--- src/inc/hdlct_defines.vh ---
// register map, field positions and line constants of the hdlc transmitter
`ifndef HDLCT_DEFINES_VH
`define HDLCT_DEFINES_VH
`define HT_A_CFG 8'h00
`define HT_A_UPPER 8'h04
`define HT_A_LOWER 8'h08
`define HT_A_IEN 8'h0C
`define HT_A_STAT 8'h10
`define HT_A_DATA 8'h14
`define HT_B_EN 0
`define HT_B_CRC 1
`define HT_B_QCLR 2
`define HT_B_EOM 3
`define HT_E_CAP 0
`define HT_E_LOW 1
`define HT_E_OVR 2
`define HT_E_UDR 3
`define HT_S_FULL 4
`define HT_S_BLOW 5
`define HT_RST_UPPER 7'h40
`define HT_RST_LOWER 7'h10
`define HT_FLAG 8'h7E
`define HT_ABORT 8'hFF
`define HT_ONES 8'hFF
`define HT_CRC_INIT 16'hFFFF
`define HT_CRC_POLY 16'h8408
`define HT_STUFF_RUN 3'h5
`define HT_LAST_BIT 3'h7
`define HT_OKAY 2'h0
`define HT_SLVERR 2'h2
`define HT_K_FLAG 3'h0
`define HT_K_DATA 3'h1
`define HT_K_FCS1 3'h2
`define HT_K_FCS2 3'h3
`define HT_K_ABORT 3'h4
`endif

--- src/hdl/hdlct_top.v ---
// hdlc transmit framer with byte queue behind an axi4-lite register slave
//
// The implementer's own choices: the AXI4-Lite register port and the register addresses.
`timescale 1ns/1ps
`include "hdlct_defines.vh"
module hdlct_top #(
    parameter AW = 7,
    parameter DEPTH = 128
) (
    // clock and reset
    input wire aclk,
    input wire aresetn,
    // axi4-lite write
    input wire [7:0] s_axi_awaddr,
    input wire s_axi_awvalid,
    output reg s_axi_awready,
    input wire [31:0] s_axi_wdata,
    input wire [3:0] s_axi_wstrb,
    input wire s_axi_wvalid,
    output reg s_axi_wready,
    output reg [1:0] s_axi_bresp,
    output reg s_axi_bvalid,
    input wire s_axi_bready,
    // axi4-lite read
    input wire [7:0] s_axi_araddr,
    input wire s_axi_arvalid,
    output reg s_axi_arready,
    output reg [31:0] s_axi_rdata,
    output reg [1:0] s_axi_rresp,
    output reg s_axi_rvalid,
    input wire s_axi_rready,
    // link
    input wire bit_tick,
    output reg line_bit_q,
    output reg overflow_output,
    output reg irq_out_n
);
    reg [7:0] mem [0:DEPTH-1];
    reg [DEPTH-1:0] eom_q;
    reg [AW-1:0] wr_q, rd_q;
    reg [AW:0] cnt_q, pkt_q;
    reg [7:0] aw_a_q, w_d_q, sh_q;
    reg aw_f_q, w_f_q, w_s_q;
    reg en_q, crc_en_q, qclr_q;
    reg [6:0] upper_q, lower_q;
    reg [3:0] ien_q, ev_q;
    reg ur_hold_q, ov_hold_q, abort_req_q, cur_eom_q, full_p_q, blow_p_q;
    reg [2:0] kind_q, bit_q, ones_q;
    reg [15:0] crc_q, fcs_q;
    reg [31:0] rd_d;
    reg [1:0] rresp_d;
    reg [2:0] kind_d;
    reg [7:0] sh_d;
    reg pop, uflow;

    wire full = (cnt_q == DEPTH);
    wire empty = (cnt_q == {(AW+1){1'b0}});
    wire blow = (cnt_q < {{(AW-6){1'b0}}, lower_q});
    wire wr_go = aw_f_q & w_f_q & ~s_axi_bvalid;
    wire rd_go = s_axi_arvalid & s_axi_arready;
    wire wr_cfg = wr_go & w_s_q & (aw_a_q == `HT_A_CFG);
    wire wr_data = wr_go & w_s_q & (aw_a_q == `HT_A_DATA);
    wire in_flight = (kind_q == `HT_K_DATA) & (pkt_q == {(AW+1){1'b0}});
    wire push = wr_data & ~full & ~ur_hold_q;
    wire ovf = wr_data & full & ~ur_hold_q;
    wire ovf_cur = ovf & in_flight;
    wire mark = wr_cfg & w_d_q[`HT_B_EOM] & ~empty & ~ur_hold_q;
    wire flush = qclr_q | ur_hold_q | ovf_cur | (ov_hold_q & ~push);
    wire stuffed = (kind_q == `HT_K_DATA) | (kind_q == `HT_K_FCS1) | (kind_q == `HT_K_FCS2);
    // a run of five may close the fcs, so its zero still goes out before the closing flag
    wire do_stuff = bit_tick & (ones_q == `HT_STUFF_RUN);
    wire do_bit = bit_tick & ~do_stuff;
    wire byte_end = do_bit & (bit_q == `HT_LAST_BIT);
    wire go = (pkt_q != {(AW+1){1'b0}}) | (cnt_q > {{(AW-6){1'b0}}, upper_q});
    wire fb = crc_q[0] ^ sh_q[0];
    wire [15:0] crc_nx = {1'b0, crc_q[15:1]} ^ (fb ? `HT_CRC_POLY : 16'h0000);

    always @(posedge aclk) begin
        if (push) begin
            mem[wr_q] <= w_d_q;
        end
    end

    // next byte on the line, chosen at each byte boundary
    always @* begin
        kind_d = `HT_K_FLAG;
        sh_d = en_q ? `HT_FLAG : `HT_ONES;
        pop = 1'b0;
        uflow = 1'b0;
        if (abort_req_q) begin
            kind_d = `HT_K_ABORT;
            sh_d = `HT_ABORT;
        end else if (kind_q == `HT_K_DATA) begin
            if (cur_eom_q) begin
                if (crc_en_q) begin
                    kind_d = `HT_K_FCS1;
                    sh_d = ~crc_nx[7:0];
                end
            end else if (!empty && !ov_hold_q) begin
                kind_d = `HT_K_DATA;
                sh_d = mem[rd_q];
                pop = 1'b1;
            end else begin
                kind_d = `HT_K_ABORT;
                sh_d = `HT_ABORT;
                uflow = 1'b1;
            end
        end else if (kind_q == `HT_K_FCS1) begin
            kind_d = `HT_K_FCS2;
            sh_d = fcs_q[15:8];
        end else if (kind_q != `HT_K_FCS2 && en_q && go && !empty && !ov_hold_q
                     && !ur_hold_q) begin
            kind_d = `HT_K_DATA;
            sh_d = mem[rd_q];
            pop = 1'b1;
        end
    end

    // register read mux
    always @* begin
        rd_d = 32'h0000_0000;
        rresp_d = `HT_OKAY;
        case (s_axi_araddr)
            `HT_A_CFG: rd_d = {29'h0, qclr_q, crc_en_q, en_q};
            `HT_A_UPPER: rd_d = {25'h0, upper_q};
            `HT_A_LOWER: rd_d = {25'h0, lower_q};
            `HT_A_IEN: rd_d = {28'h0, ien_q};
            `HT_A_STAT: rd_d = {26'h0, blow, full, ev_q};
            `HT_A_DATA: rd_d = 32'h0000_0000;
            default: rresp_d = `HT_SLVERR;
        endcase
    end

    always @(posedge aclk) begin
        if (!aresetn) begin
            s_axi_awready <= 1'b0;
            s_axi_wready <= 1'b0;
            s_axi_arready <= 1'b0;
            s_axi_bvalid <= 1'b0;
            s_axi_bresp <= `HT_OKAY;
            s_axi_rvalid <= 1'b0;
            s_axi_rresp <= `HT_OKAY;
            s_axi_rdata <= 32'h0000_0000;
            aw_f_q <= 1'b0;
            w_f_q <= 1'b0;
            aw_a_q <= 8'h00;
            w_d_q <= 8'h00;
            w_s_q <= 1'b0;
            en_q <= 1'b0;
            crc_en_q <= 1'b0;
            qclr_q <= 1'b0;
            upper_q <= `HT_RST_UPPER;
            lower_q <= `HT_RST_LOWER;
            ien_q <= 4'h0;
            ev_q <= 4'h0;
            full_p_q <= 1'b0;
            blow_p_q <= 1'b0;
            ur_hold_q <= 1'b0;
            ov_hold_q <= 1'b0;
            abort_req_q <= 1'b0;
            overflow_output <= 1'b0;
            irq_out_n <= 1'b1;
            wr_q <= {AW{1'b0}};
            rd_q <= {AW{1'b0}};
            cnt_q <= {(AW+1){1'b0}};
            pkt_q <= {(AW+1){1'b0}};
            eom_q <= {DEPTH{1'b0}};
            kind_q <= `HT_K_FLAG;
            sh_q <= `HT_ONES;
            bit_q <= 3'h0;
            ones_q <= 3'h0;
            cur_eom_q <= 1'b0;
            crc_q <= `HT_CRC_INIT;
            fcs_q <= 16'h0000;
            line_bit_q <= 1'b1;
        end else begin
            // write channels are taken in either order, then answered
            if (s_axi_awvalid && s_axi_awready) begin
                aw_f_q <= 1'b1;
                aw_a_q <= s_axi_awaddr;
            end else if (wr_go) begin
                aw_f_q <= 1'b0;
            end
            if (s_axi_wvalid && s_axi_wready) begin
                w_f_q <= 1'b1;
                w_d_q <= s_axi_wdata[7:0];
                w_s_q <= s_axi_wstrb[0];
            end else if (wr_go) begin
                w_f_q <= 1'b0;
            end
            s_axi_awready <= ~aw_f_q & ~(s_axi_awvalid & s_axi_awready);
            s_axi_wready <= ~w_f_q & ~(s_axi_wvalid & s_axi_wready);
            if (wr_go) begin
                s_axi_bvalid <= 1'b1;
                s_axi_bresp <= (aw_a_q > `HT_A_DATA || aw_a_q[1:0] != 2'h0)
                               ? `HT_SLVERR : `HT_OKAY;
            end else if (s_axi_bready) begin
                s_axi_bvalid <= 1'b0;
            end
            s_axi_arready <= ~s_axi_rvalid & ~rd_go;
            if (rd_go) begin
                s_axi_rvalid <= 1'b1;
                s_axi_rdata <= rd_d;
                s_axi_rresp <= rresp_d;
            end else if (s_axi_rready) begin
                s_axi_rvalid <= 1'b0;
            end
            if (wr_cfg) begin
                en_q <= w_d_q[`HT_B_EN];
                crc_en_q <= w_d_q[`HT_B_CRC];
                qclr_q <= w_d_q[`HT_B_QCLR];
            end
            if (wr_go && w_s_q && aw_a_q == `HT_A_UPPER) begin
                upper_q <= w_d_q[6:0];
            end
            if (wr_go && w_s_q && aw_a_q == `HT_A_LOWER) begin
                lower_q <= w_d_q[6:0];
            end
            if (wr_go && w_s_q && aw_a_q == `HT_A_IEN) begin
                ien_q <= w_d_q[3:0];
            end
            // events: a set in the same cycle as a clear wins
            full_p_q <= full;
            blow_p_q <= blow;
            ev_q[`HT_E_CAP] <= (ev_q[`HT_E_CAP] & ~(rd_go && s_axi_araddr == `HT_A_STAT))
                               | (full & ~full_p_q);
            ev_q[`HT_E_LOW] <= (ev_q[`HT_E_LOW] & ~(rd_go && s_axi_araddr == `HT_A_STAT))
                               | (blow & ~blow_p_q);
            ev_q[`HT_E_OVR] <= (ev_q[`HT_E_OVR] & ~(rd_go && s_axi_araddr == `HT_A_STAT))
                               | ovf;
            ev_q[`HT_E_UDR] <= (ev_q[`HT_E_UDR] & ~(wr_go && aw_a_q == `HT_A_STAT))
                               | (byte_end & uflow);
            irq_out_n <= ~|(ev_q & ien_q);
            // underrun hold lasts until the status register is written
            if (byte_end && uflow) begin
                ur_hold_q <= 1'b1;
            end else if (wr_go && aw_a_q == `HT_A_STAT) begin
                ur_hold_q <= 1'b0;
            end
            if (ovf) begin
                overflow_output <= 1'b1;
            end else if (wr_data) begin
                overflow_output <= 1'b0;
            end
            if (ovf_cur) begin
                ov_hold_q <= 1'b1;
            end else if (push) begin
                ov_hold_q <= 1'b0;
            end
            if (ovf_cur) begin
                abort_req_q <= 1'b1;
            end else if (byte_end) begin
                abort_req_q <= 1'b0;
            end
            // queue pointers; a full-queue write is dropped, spoiling only its packet
            if (flush) begin
                wr_q <= {AW{1'b0}};
                rd_q <= {AW{1'b0}};
                cnt_q <= {(AW+1){1'b0}};
                pkt_q <= {(AW+1){1'b0}};
                eom_q <= {DEPTH{1'b0}};
            end else begin
                if (push) begin
                    wr_q <= wr_q + 1'b1;
                    eom_q[wr_q] <= 1'b0;
                end
                if (mark) begin
                    eom_q[wr_q - 1'b1] <= 1'b1;
                end
                if (byte_end && pop) begin
                    rd_q <= rd_q + 1'b1;
                end
                cnt_q <= cnt_q + {{AW{1'b0}}, push} - {{AW{1'b0}}, byte_end & pop};
                pkt_q <= pkt_q + {{AW{1'b0}}, mark}
                         - {{AW{1'b0}}, byte_end & pop & eom_q[rd_q]};
            end
            // serialiser, lsb first; flags and aborts bypass zero insertion
            if (do_stuff) begin
                line_bit_q <= 1'b0;
                ones_q <= 3'h0;
            end else if (do_bit) begin
                line_bit_q <= sh_q[0];
                ones_q <= (stuffed && sh_q[0]) ? ones_q + 3'h1 : 3'h0;
                sh_q <= {1'b0, sh_q[7:1]};
                bit_q <= bit_q + 3'h1;
                if (kind_q == `HT_K_DATA) begin
                    crc_q <= crc_nx;
                end
            end
            if (byte_end) begin
                kind_q <= kind_d;
                sh_q <= sh_d;
                if (pop) begin
                    cur_eom_q <= eom_q[rd_q];
                end
                if (kind_q != `HT_K_DATA) begin
                    crc_q <= `HT_CRC_INIT;
                end
                if (kind_d == `HT_K_FCS1) begin
                    fcs_q <= ~crc_nx;
                end
            end
        end
    end
endmodule // hdlct_top

--- config.mk ---
export PLATFORM = sky130hd
export DESIGN_NAME = hdlct_top
export DESIGN_NICKNAME = d
export VERILOG_FILES = /design/src/hdl/hdlct_top.v
export VERILOG_INCLUDE_DIRS = /design/src /design/src/inc
export SDC_FILE = /design/constraint.sdc
export NUM_CORES = 2
export LEC_CHECK = 0
export BUFFER_PORTS_ARGS = -buffer_cell sky130_fd_sc_hd__buf_2
export CAP_MARGIN = 10
export CORE_MARGIN = 4
export CORE_UTILIZATION = 40
export DETAILED_ROUTE_END_ITERATION = 8
export PLACE_DENSITY_LB_ADDON = 0.2
export SETUP_SLACK_MARGIN = 0.3
export SLEW_MARGIN = 20
export SYNTH_ARGS = -nofsm -noshare
export SYNTH_HDL_FRONTEND = slang
export SYNTH_SLANG_ARGS = --single-unit
--- constraint.sdc ---
create_clock -name aclk -period 5 [get_ports aclk]
set_clock_uncertainty 0.05 [all_clocks]
set_input_delay 0.25 -clock aclk [delete_from_list [all_inputs] [get_ports aclk]]
set_output_delay 0.25 -clock aclk [all_outputs]
set_load 0.02 [all_outputs]
# == Word-level counts from Yosys, hierarchy flattened ==
# Memory sizes are Yosys's and may differ from the RTL's. A register that Yosys moved wholly into a read port is not among the register bits.
# Index checks and enable logic that the tools add are counted.
# totals
ramBits,1024
output_inout_bits,44
regBits,301
input_bits,60
mem_count,1
# classes
n_reduce_logical,48
magnitude_cmp,8
bitwise_logic,68
n_eq_ne,20
muxes,69
n_addsub,9
# memory_table
name,depth,word_bits,rd,rd_ports_with_merged_regs,write_ports,line_no,text
mem,128,8,1,1,1,hdlct_top.v:38,reg [7:0] mem [0:DEPTH-1];
# op_table
operator,n
$mux W128,4
$and A128 B128 Y128,1
$not A128 Y128,1
$or A128 B128 Y128,1
$mux W16,6
$mux W8,11
$pmux W7 S5,1
$and A1 B1 Y1,33
$mux W1,33
$eq A8 B4 Y1 const B,4
$eq A8 B5 Y1 const B,4
$logic_not A8 Y1,4
$lt A7 B8 Y1 const B,3
$reduce_bool A2 Y1,11
$logic_and A1 B1 Y1,19
$not A1 Y1,17
$add A8 B1 Y8,2
$eq A8 B3 Y1 const B,2
$not A16 Y16,1
$sub A8 B1 Y8,2
$xor A15 B16 Y16,1
$mux W3,5
$add A7 B1 Y7 const B,2
$demux W1 S7,2
other kinds (27),52

# == Longest topological paths before layout ==
# logic_depth
depth_word,13
depth_mapped,21
mapped_depth_nobuf,20

# == Worst setup path after synthesis ==
# No wires, ideal clock.
# synth_path
kind,reg-to-reg
startpoint,register w_d_q[3]
endpoint,register pkt_q[6]
slack_ns,0.773
arrival_ns,4.060
t_required_ns,4.833
path_stages_with_launch,16
period_less_slack_ns,4.227
path_cell_list,dfxtp_1 -> nand2b_1 -> a21oi_1 -> nand3_1 -> ha_1 -> inv_1 -> ha_1 -> inv_1 -> fa_1 -> nand2b_1 -> a21oi_1 -> o21ai_0 -> a21oi_1 -> nor2_1 -> xor2_1 -> nor2_1
# synth_via
elab_chain_cells,5
# synth_rtl
item,line_no,text
start: declaration,hdlct_top.v:42,"reg [7:0] aw_a_q, w_d_q, sh_q;"
start signal: assignment,hdlct_top.v:186,w_d_q <= s_axi_wdata[7:0];
$and A1 B1 Y1 (3 in a row),hdlct_top.v:67,wire mark = wr_cfg & w_d_q[`HT_B_EOM] & ~empty & ~ur_hold_q;
$add A8 B1 Y8,hdlct_top.v:274,"pkt_q <= pkt_q + {{AW{1'b0}}, mark}"
$sub A8 B1 Y8,hdlct_top.v:275,"- {{AW{1'b0}}, byte_end & pop & eom_q[rd_q]};"
end signal: assignment,hdlct_top.v:166,pkt_q <= {(AW+1){1'b0}};
end signal: assignment,hdlct_top.v:260,pkt_q <= {(AW+1){1'b0}};
end signal: assignment,hdlct_top.v:274,
end: declaration,hdlct_top.v:41,"reg [AW:0] cnt_q, pkt_q;"
# Every way passes these cells.
# A chain may end at the register's enable or synchronous reset.

# == Worst setup path after layout ==
# layout_path
startpoint,register cnt_q[4]
endpoint,register eom_q[96]
# layout_via
elab_chain_cells,9
elab_cells_between_ends,21
# layout_rtl
item,line_no,text
start: declaration,hdlct_top.v:41,
start signal: assignment,hdlct_top.v:165,cnt_q <= {(AW+1){1'b0}};
start signal: assignment,hdlct_top.v:259,cnt_q <= {(AW+1){1'b0}};
start signal: assignment,hdlct_top.v:273,"cnt_q <= cnt_q + {{AW{1'b0}}, push} - {{AW{1'b0}}, byte_end & pop};"
$eq A8 B8 Y1,hdlct_top.v:56,wire full = (cnt_q == DEPTH);
$not A1 Y1,hdlct_top.v:64,wire push = wr_data & ~full & ~ur_hold_q;
$and A1 B1 Y1 (2 in a row),hdlct_top.v:64,
$mux W128,hdlct_top.v:263,if (push) begin
$mux W128,hdlct_top.v:256,if (flush) begin
$mux W128,hdlct_top.v:135,if (!aresetn) begin
$or A128 B128 Y128 (no source line),--,
$mux W128,hdlct_top.v:267,if (mark) begin
end signal: assignment,hdlct_top.v:167,eom_q <= {DEPTH{1'b0}};
end signal: assignment,hdlct_top.v:261,eom_q <= {DEPTH{1'b0}};
end: declaration,hdlct_top.v:39,reg [DEPTH-1:0] eom_q;
# Parallel ways exist; a longest one is shown, timed or not. The select of a mux whose other input is x is not followed.

==> qor.txt <==
Max VDD drop = 0.275 mV
WP data required = 5.58 ns
Antenna-violating nets left = 0
Clock Path Buffers = 3
Clk_lat worst skew = 0.77 ns
Slew Viols, Final = 0
CP dominant cell by count = nor2_1
Largest net degree at the start of global routing = 82
Pwr dens = 359 nW/um^2
FP Rows = 132
P_leak = 20.2 nW
Area growth from synthesis to layout = 14.9%
H-tree levels = 4
RSZ-0062 raised after global routing = no
Area of the multi-input gates = 15200 sq um
Crit-path max FO = 12
Max transition margin = 21.7%
GR Util All Layers = 21.1%
Antenna violations before repair = 1
Clock transition at the registers of the reported paths = 0.06 ns
Actual slew at the worst max-slew pin = 1.17 ns
IO buf count = 49
Largest Register = mem
CP cell instances = inv_1, ha_1, and4bb_1, and2_1, nor4_4, nand3_1, nor2_1, a2bb2oi_1, nor2_1
Status = finished clean
Final Critical Period = 4.37 ns
Final setup fails = 0
Remaining Overflow, GRT = 0
Core Box Area = 130000 sq um
Final Net Count = 3772
Max Cap Viol = 0
Filler Cell Count = 11300
Die Y-Extent = 371 microns
First-pass GRT wire length = 213000 microns
Yosys top cell by area = edfxtp_1
Crit-path slowest cell = nor2_1
DRT iter0 DRCs = 3243
Hpwl dp = 91400 microns
Share of cells above drive strength 1 = 19.3%
Final antenna diode count = 0
Mapped Avg Cell Area = 15.3 sq um
Initial core utilization = 40.5%
Post-synthesis register bit count = 1297
Setup crit end kind = flip-flop
Vias in the first global route = 30400
Die Area = 138000 sq um
Prevailing post-synth register cell = edfxtp_1
Sequential area share after synthesis = 68.7%
CP peak stage delay = 1.14 ns
CTS Buf Count = 142
Synth top area share = 58.3%
CTS tree = built
Dpl cell area = 55500 sq um
Total length of routed wires = 145000 microns
Die X = 371 microns
Final Hold Vio Count = 0
Commonest non-fill, non-tap cells in the layout = edfxtp_1 (1024), nor2_1 (314), mux4_2 (280)
Critical path startpoint category = flip-flop
Vias = 31200
Arrival @ worst endpoint = 4.94 ns
Drt wl/cell = 26.3 microns
Drt first pass iters = 5
Mapped Area = 52700 sq um
Worst hold-check path type = primary input to flip-flop
Commonest non-fill, non-tap cell in the layout = edfxtp_1
Clock root buffer = clkbuf_16
Num Clock Sinks = 1297
Synth unique cells = 74
GPL Wtd Cong = 0.809
Fin area = 60600 sq um
DRC errors left = 0
Ys async rst share = 0%
WS Path Type = flip-flop to flip-flop
Reg area = 36300 sq um
Syn. warnings = 0
Number of synthesized flops with an enable pin = 1024
Setup TNS = 0 ns
Max reg flops = 1024
Top flop regs = mem: 1024 flops, eom_q: 128 flops, crc_q: 16 flops
Synthesized instance count = 3438
Ports = 104
FMAX = 0.229 GHz
Vias/cell = 5.66
Top post-synthesis cells by area = edfxtp_1 (58%), mux4_2 (12%), dfxtp_1 (10%), nor2_1 (2.3%), a21oi_1 (2.0%)
Period utilization = 87.3%
[synthesized netlist by cell type, types with 5 or more instances]
| cell type | instances |
|---|---|
| nor2_1 | 318 |
| o31ai_1 | 7 |
| buf_2 | 42 |
| nor3_1 | 45 |
| xnor2_1 | 14 |
| or2_2 | 5 |
| mux4_2 | 280 |
| dfxtp_1 | 273 |
| nor2b_1 | 17 |
| a21o_1 | 7 |
| a22o_1 | 7 |
| a21oi_1 | 211 |
| o21ai_0 | 175 |
| inv_1 | 65 |
| nand2_1 | 275 |
| edfxtp_1 | 1024 |
| or3_1 | 13 |
| o221ai_1 | 9 |
| nor4_1 | 6 |
| xor2_1 | 13 |
| a2111oi_0 | 8 |
| a22oi_1 | 16 |
| nand3b_1 | 5 |
| nand2b_1 | 17 |
| ha_1 | 43 |
| buf_1 | 7 |
| mux2i_1 | 98 |
| buf_6 | 11 |
| o211ai_1 | 10 |
| a2bb2oi_1 | 8 |
| and2_1 | 9 |
| nand3_1 | 75 |
| mux2_2 | 5 |
| a211oi_1 | 23 |
| nand4_1 | 14 |
| clkbuf_1 | 119 |
| buf_4 | 49 |
| o22ai_1 | 39 |
| a31oi_1 | 8 |
[what timing repair did]
item / CTS / global route
setup endpoints to repair: 0 / 1
resized for setup: 0 / 1
hold buffers: 71 / 0
hold endpoints to repair: 41 / 0
buffers inserted: 0 / 10
[report_power, final]
group	internal [mW]	switching, mW
clock network	5.49	4.27
registers	11.6	0.0774
logic	0.0867	0.205
total	17.2	4.55
[per-layer routing]
layer  GRT usage, %  up-vias  routed length, microns
met4           5.59        0                    3180
met5              0        -                       0
li1               -    13700                       -
met2           32.7     1116                   67400
met1           31.1    16300                   64700
met3           3.48      194                    9890
[worst paths after layout]
| check | from | end | slack [ns] | cells after the start |
|---|---|---|---|---|
| worst min-delay path | s_axi_araddr[6] | s_axi_rdata[6]$_SDFFE_PN0P_ | 0.09 | 7 |
| worst max-delay path | cnt_q[4]$_SDFF_PP0_ | eom_q[96]$_SDFF_PP0_ | 0.63 | 9 |
| worst max register to register | cnt_q[4]$_SDFF_PP0_ | eom_q[96]$_SDFF_PP0_ | 0.63 | 9 |
| worst min register to register | crc_q[14]$_SDFF_PN1_ | fcs_q[13]$_SDFFE_PN0P_ | 0.41 | 1 |
[through the flow]
stage / power, mW / worst slack, ns / util (%) / hold slack, ns / instances
floorplan: 12.1 / 0.773 / - / 0.336 / 3464
global placement: 12.2 / 0.271 / 42.6 / 0.396 / 5184
detailed placement: 12.2 / 0.325 / 42.6 / 0.402 / 5184
CTS: 21.9 / 0.305 / 46.5 / 0.0124 / 5508
global route: 22.4 / 0.341 / 46.5 / 0.134 / 5518
finish: 21.8 / 0.635 / 46.5 / 0.0899 / 5518
[layout make-up]
| type | count | share of cell area, % |
|---|---|---|
| Inverter | 68 | 0.421 |
| Tap cell | 1742 | 3.60 |
| Clock buffer | 188 | 6.38 |
| Timing Repair Buffer | 287 | 3.88 |
| Sequential cell | 1297 | 59.9 |
| Multi-Input combinational cell | 1871 | 25.2 |
| Clock inverter | 65 | 0.690 |
[kinds of logic (layout without fill, tap and decap cells)]
kind of cell,Yosys count,after routing,synth area share (%)
and+or+nand+nor,829,829,6.90
adders and majority gates,45,45,1.10
other,1,27,0.00711
buffers and inverters,296,608,2.71
DFF,1297,1297,68.7
xor gates and xnor gates,27,27,0.449
AOI/OAI and AO/OA,560,560,6.21
muxes,383,383,13.9
[worst max-delay path: cells and delay by family, from the launching register on]
| kind | cells | cell delay (ns) |
|---|---|---|
| and+or+nand+nor | 6 | 3.27 |
| AOI/OAI and AO/OA | 1 | 0.22 |
| adders and majority gates | 1 | 0.21 |
| buffers and inverters | 1 | 0.09 |
| DFF | 1 | 0.40 |
(Power assumes the default switching activity.)
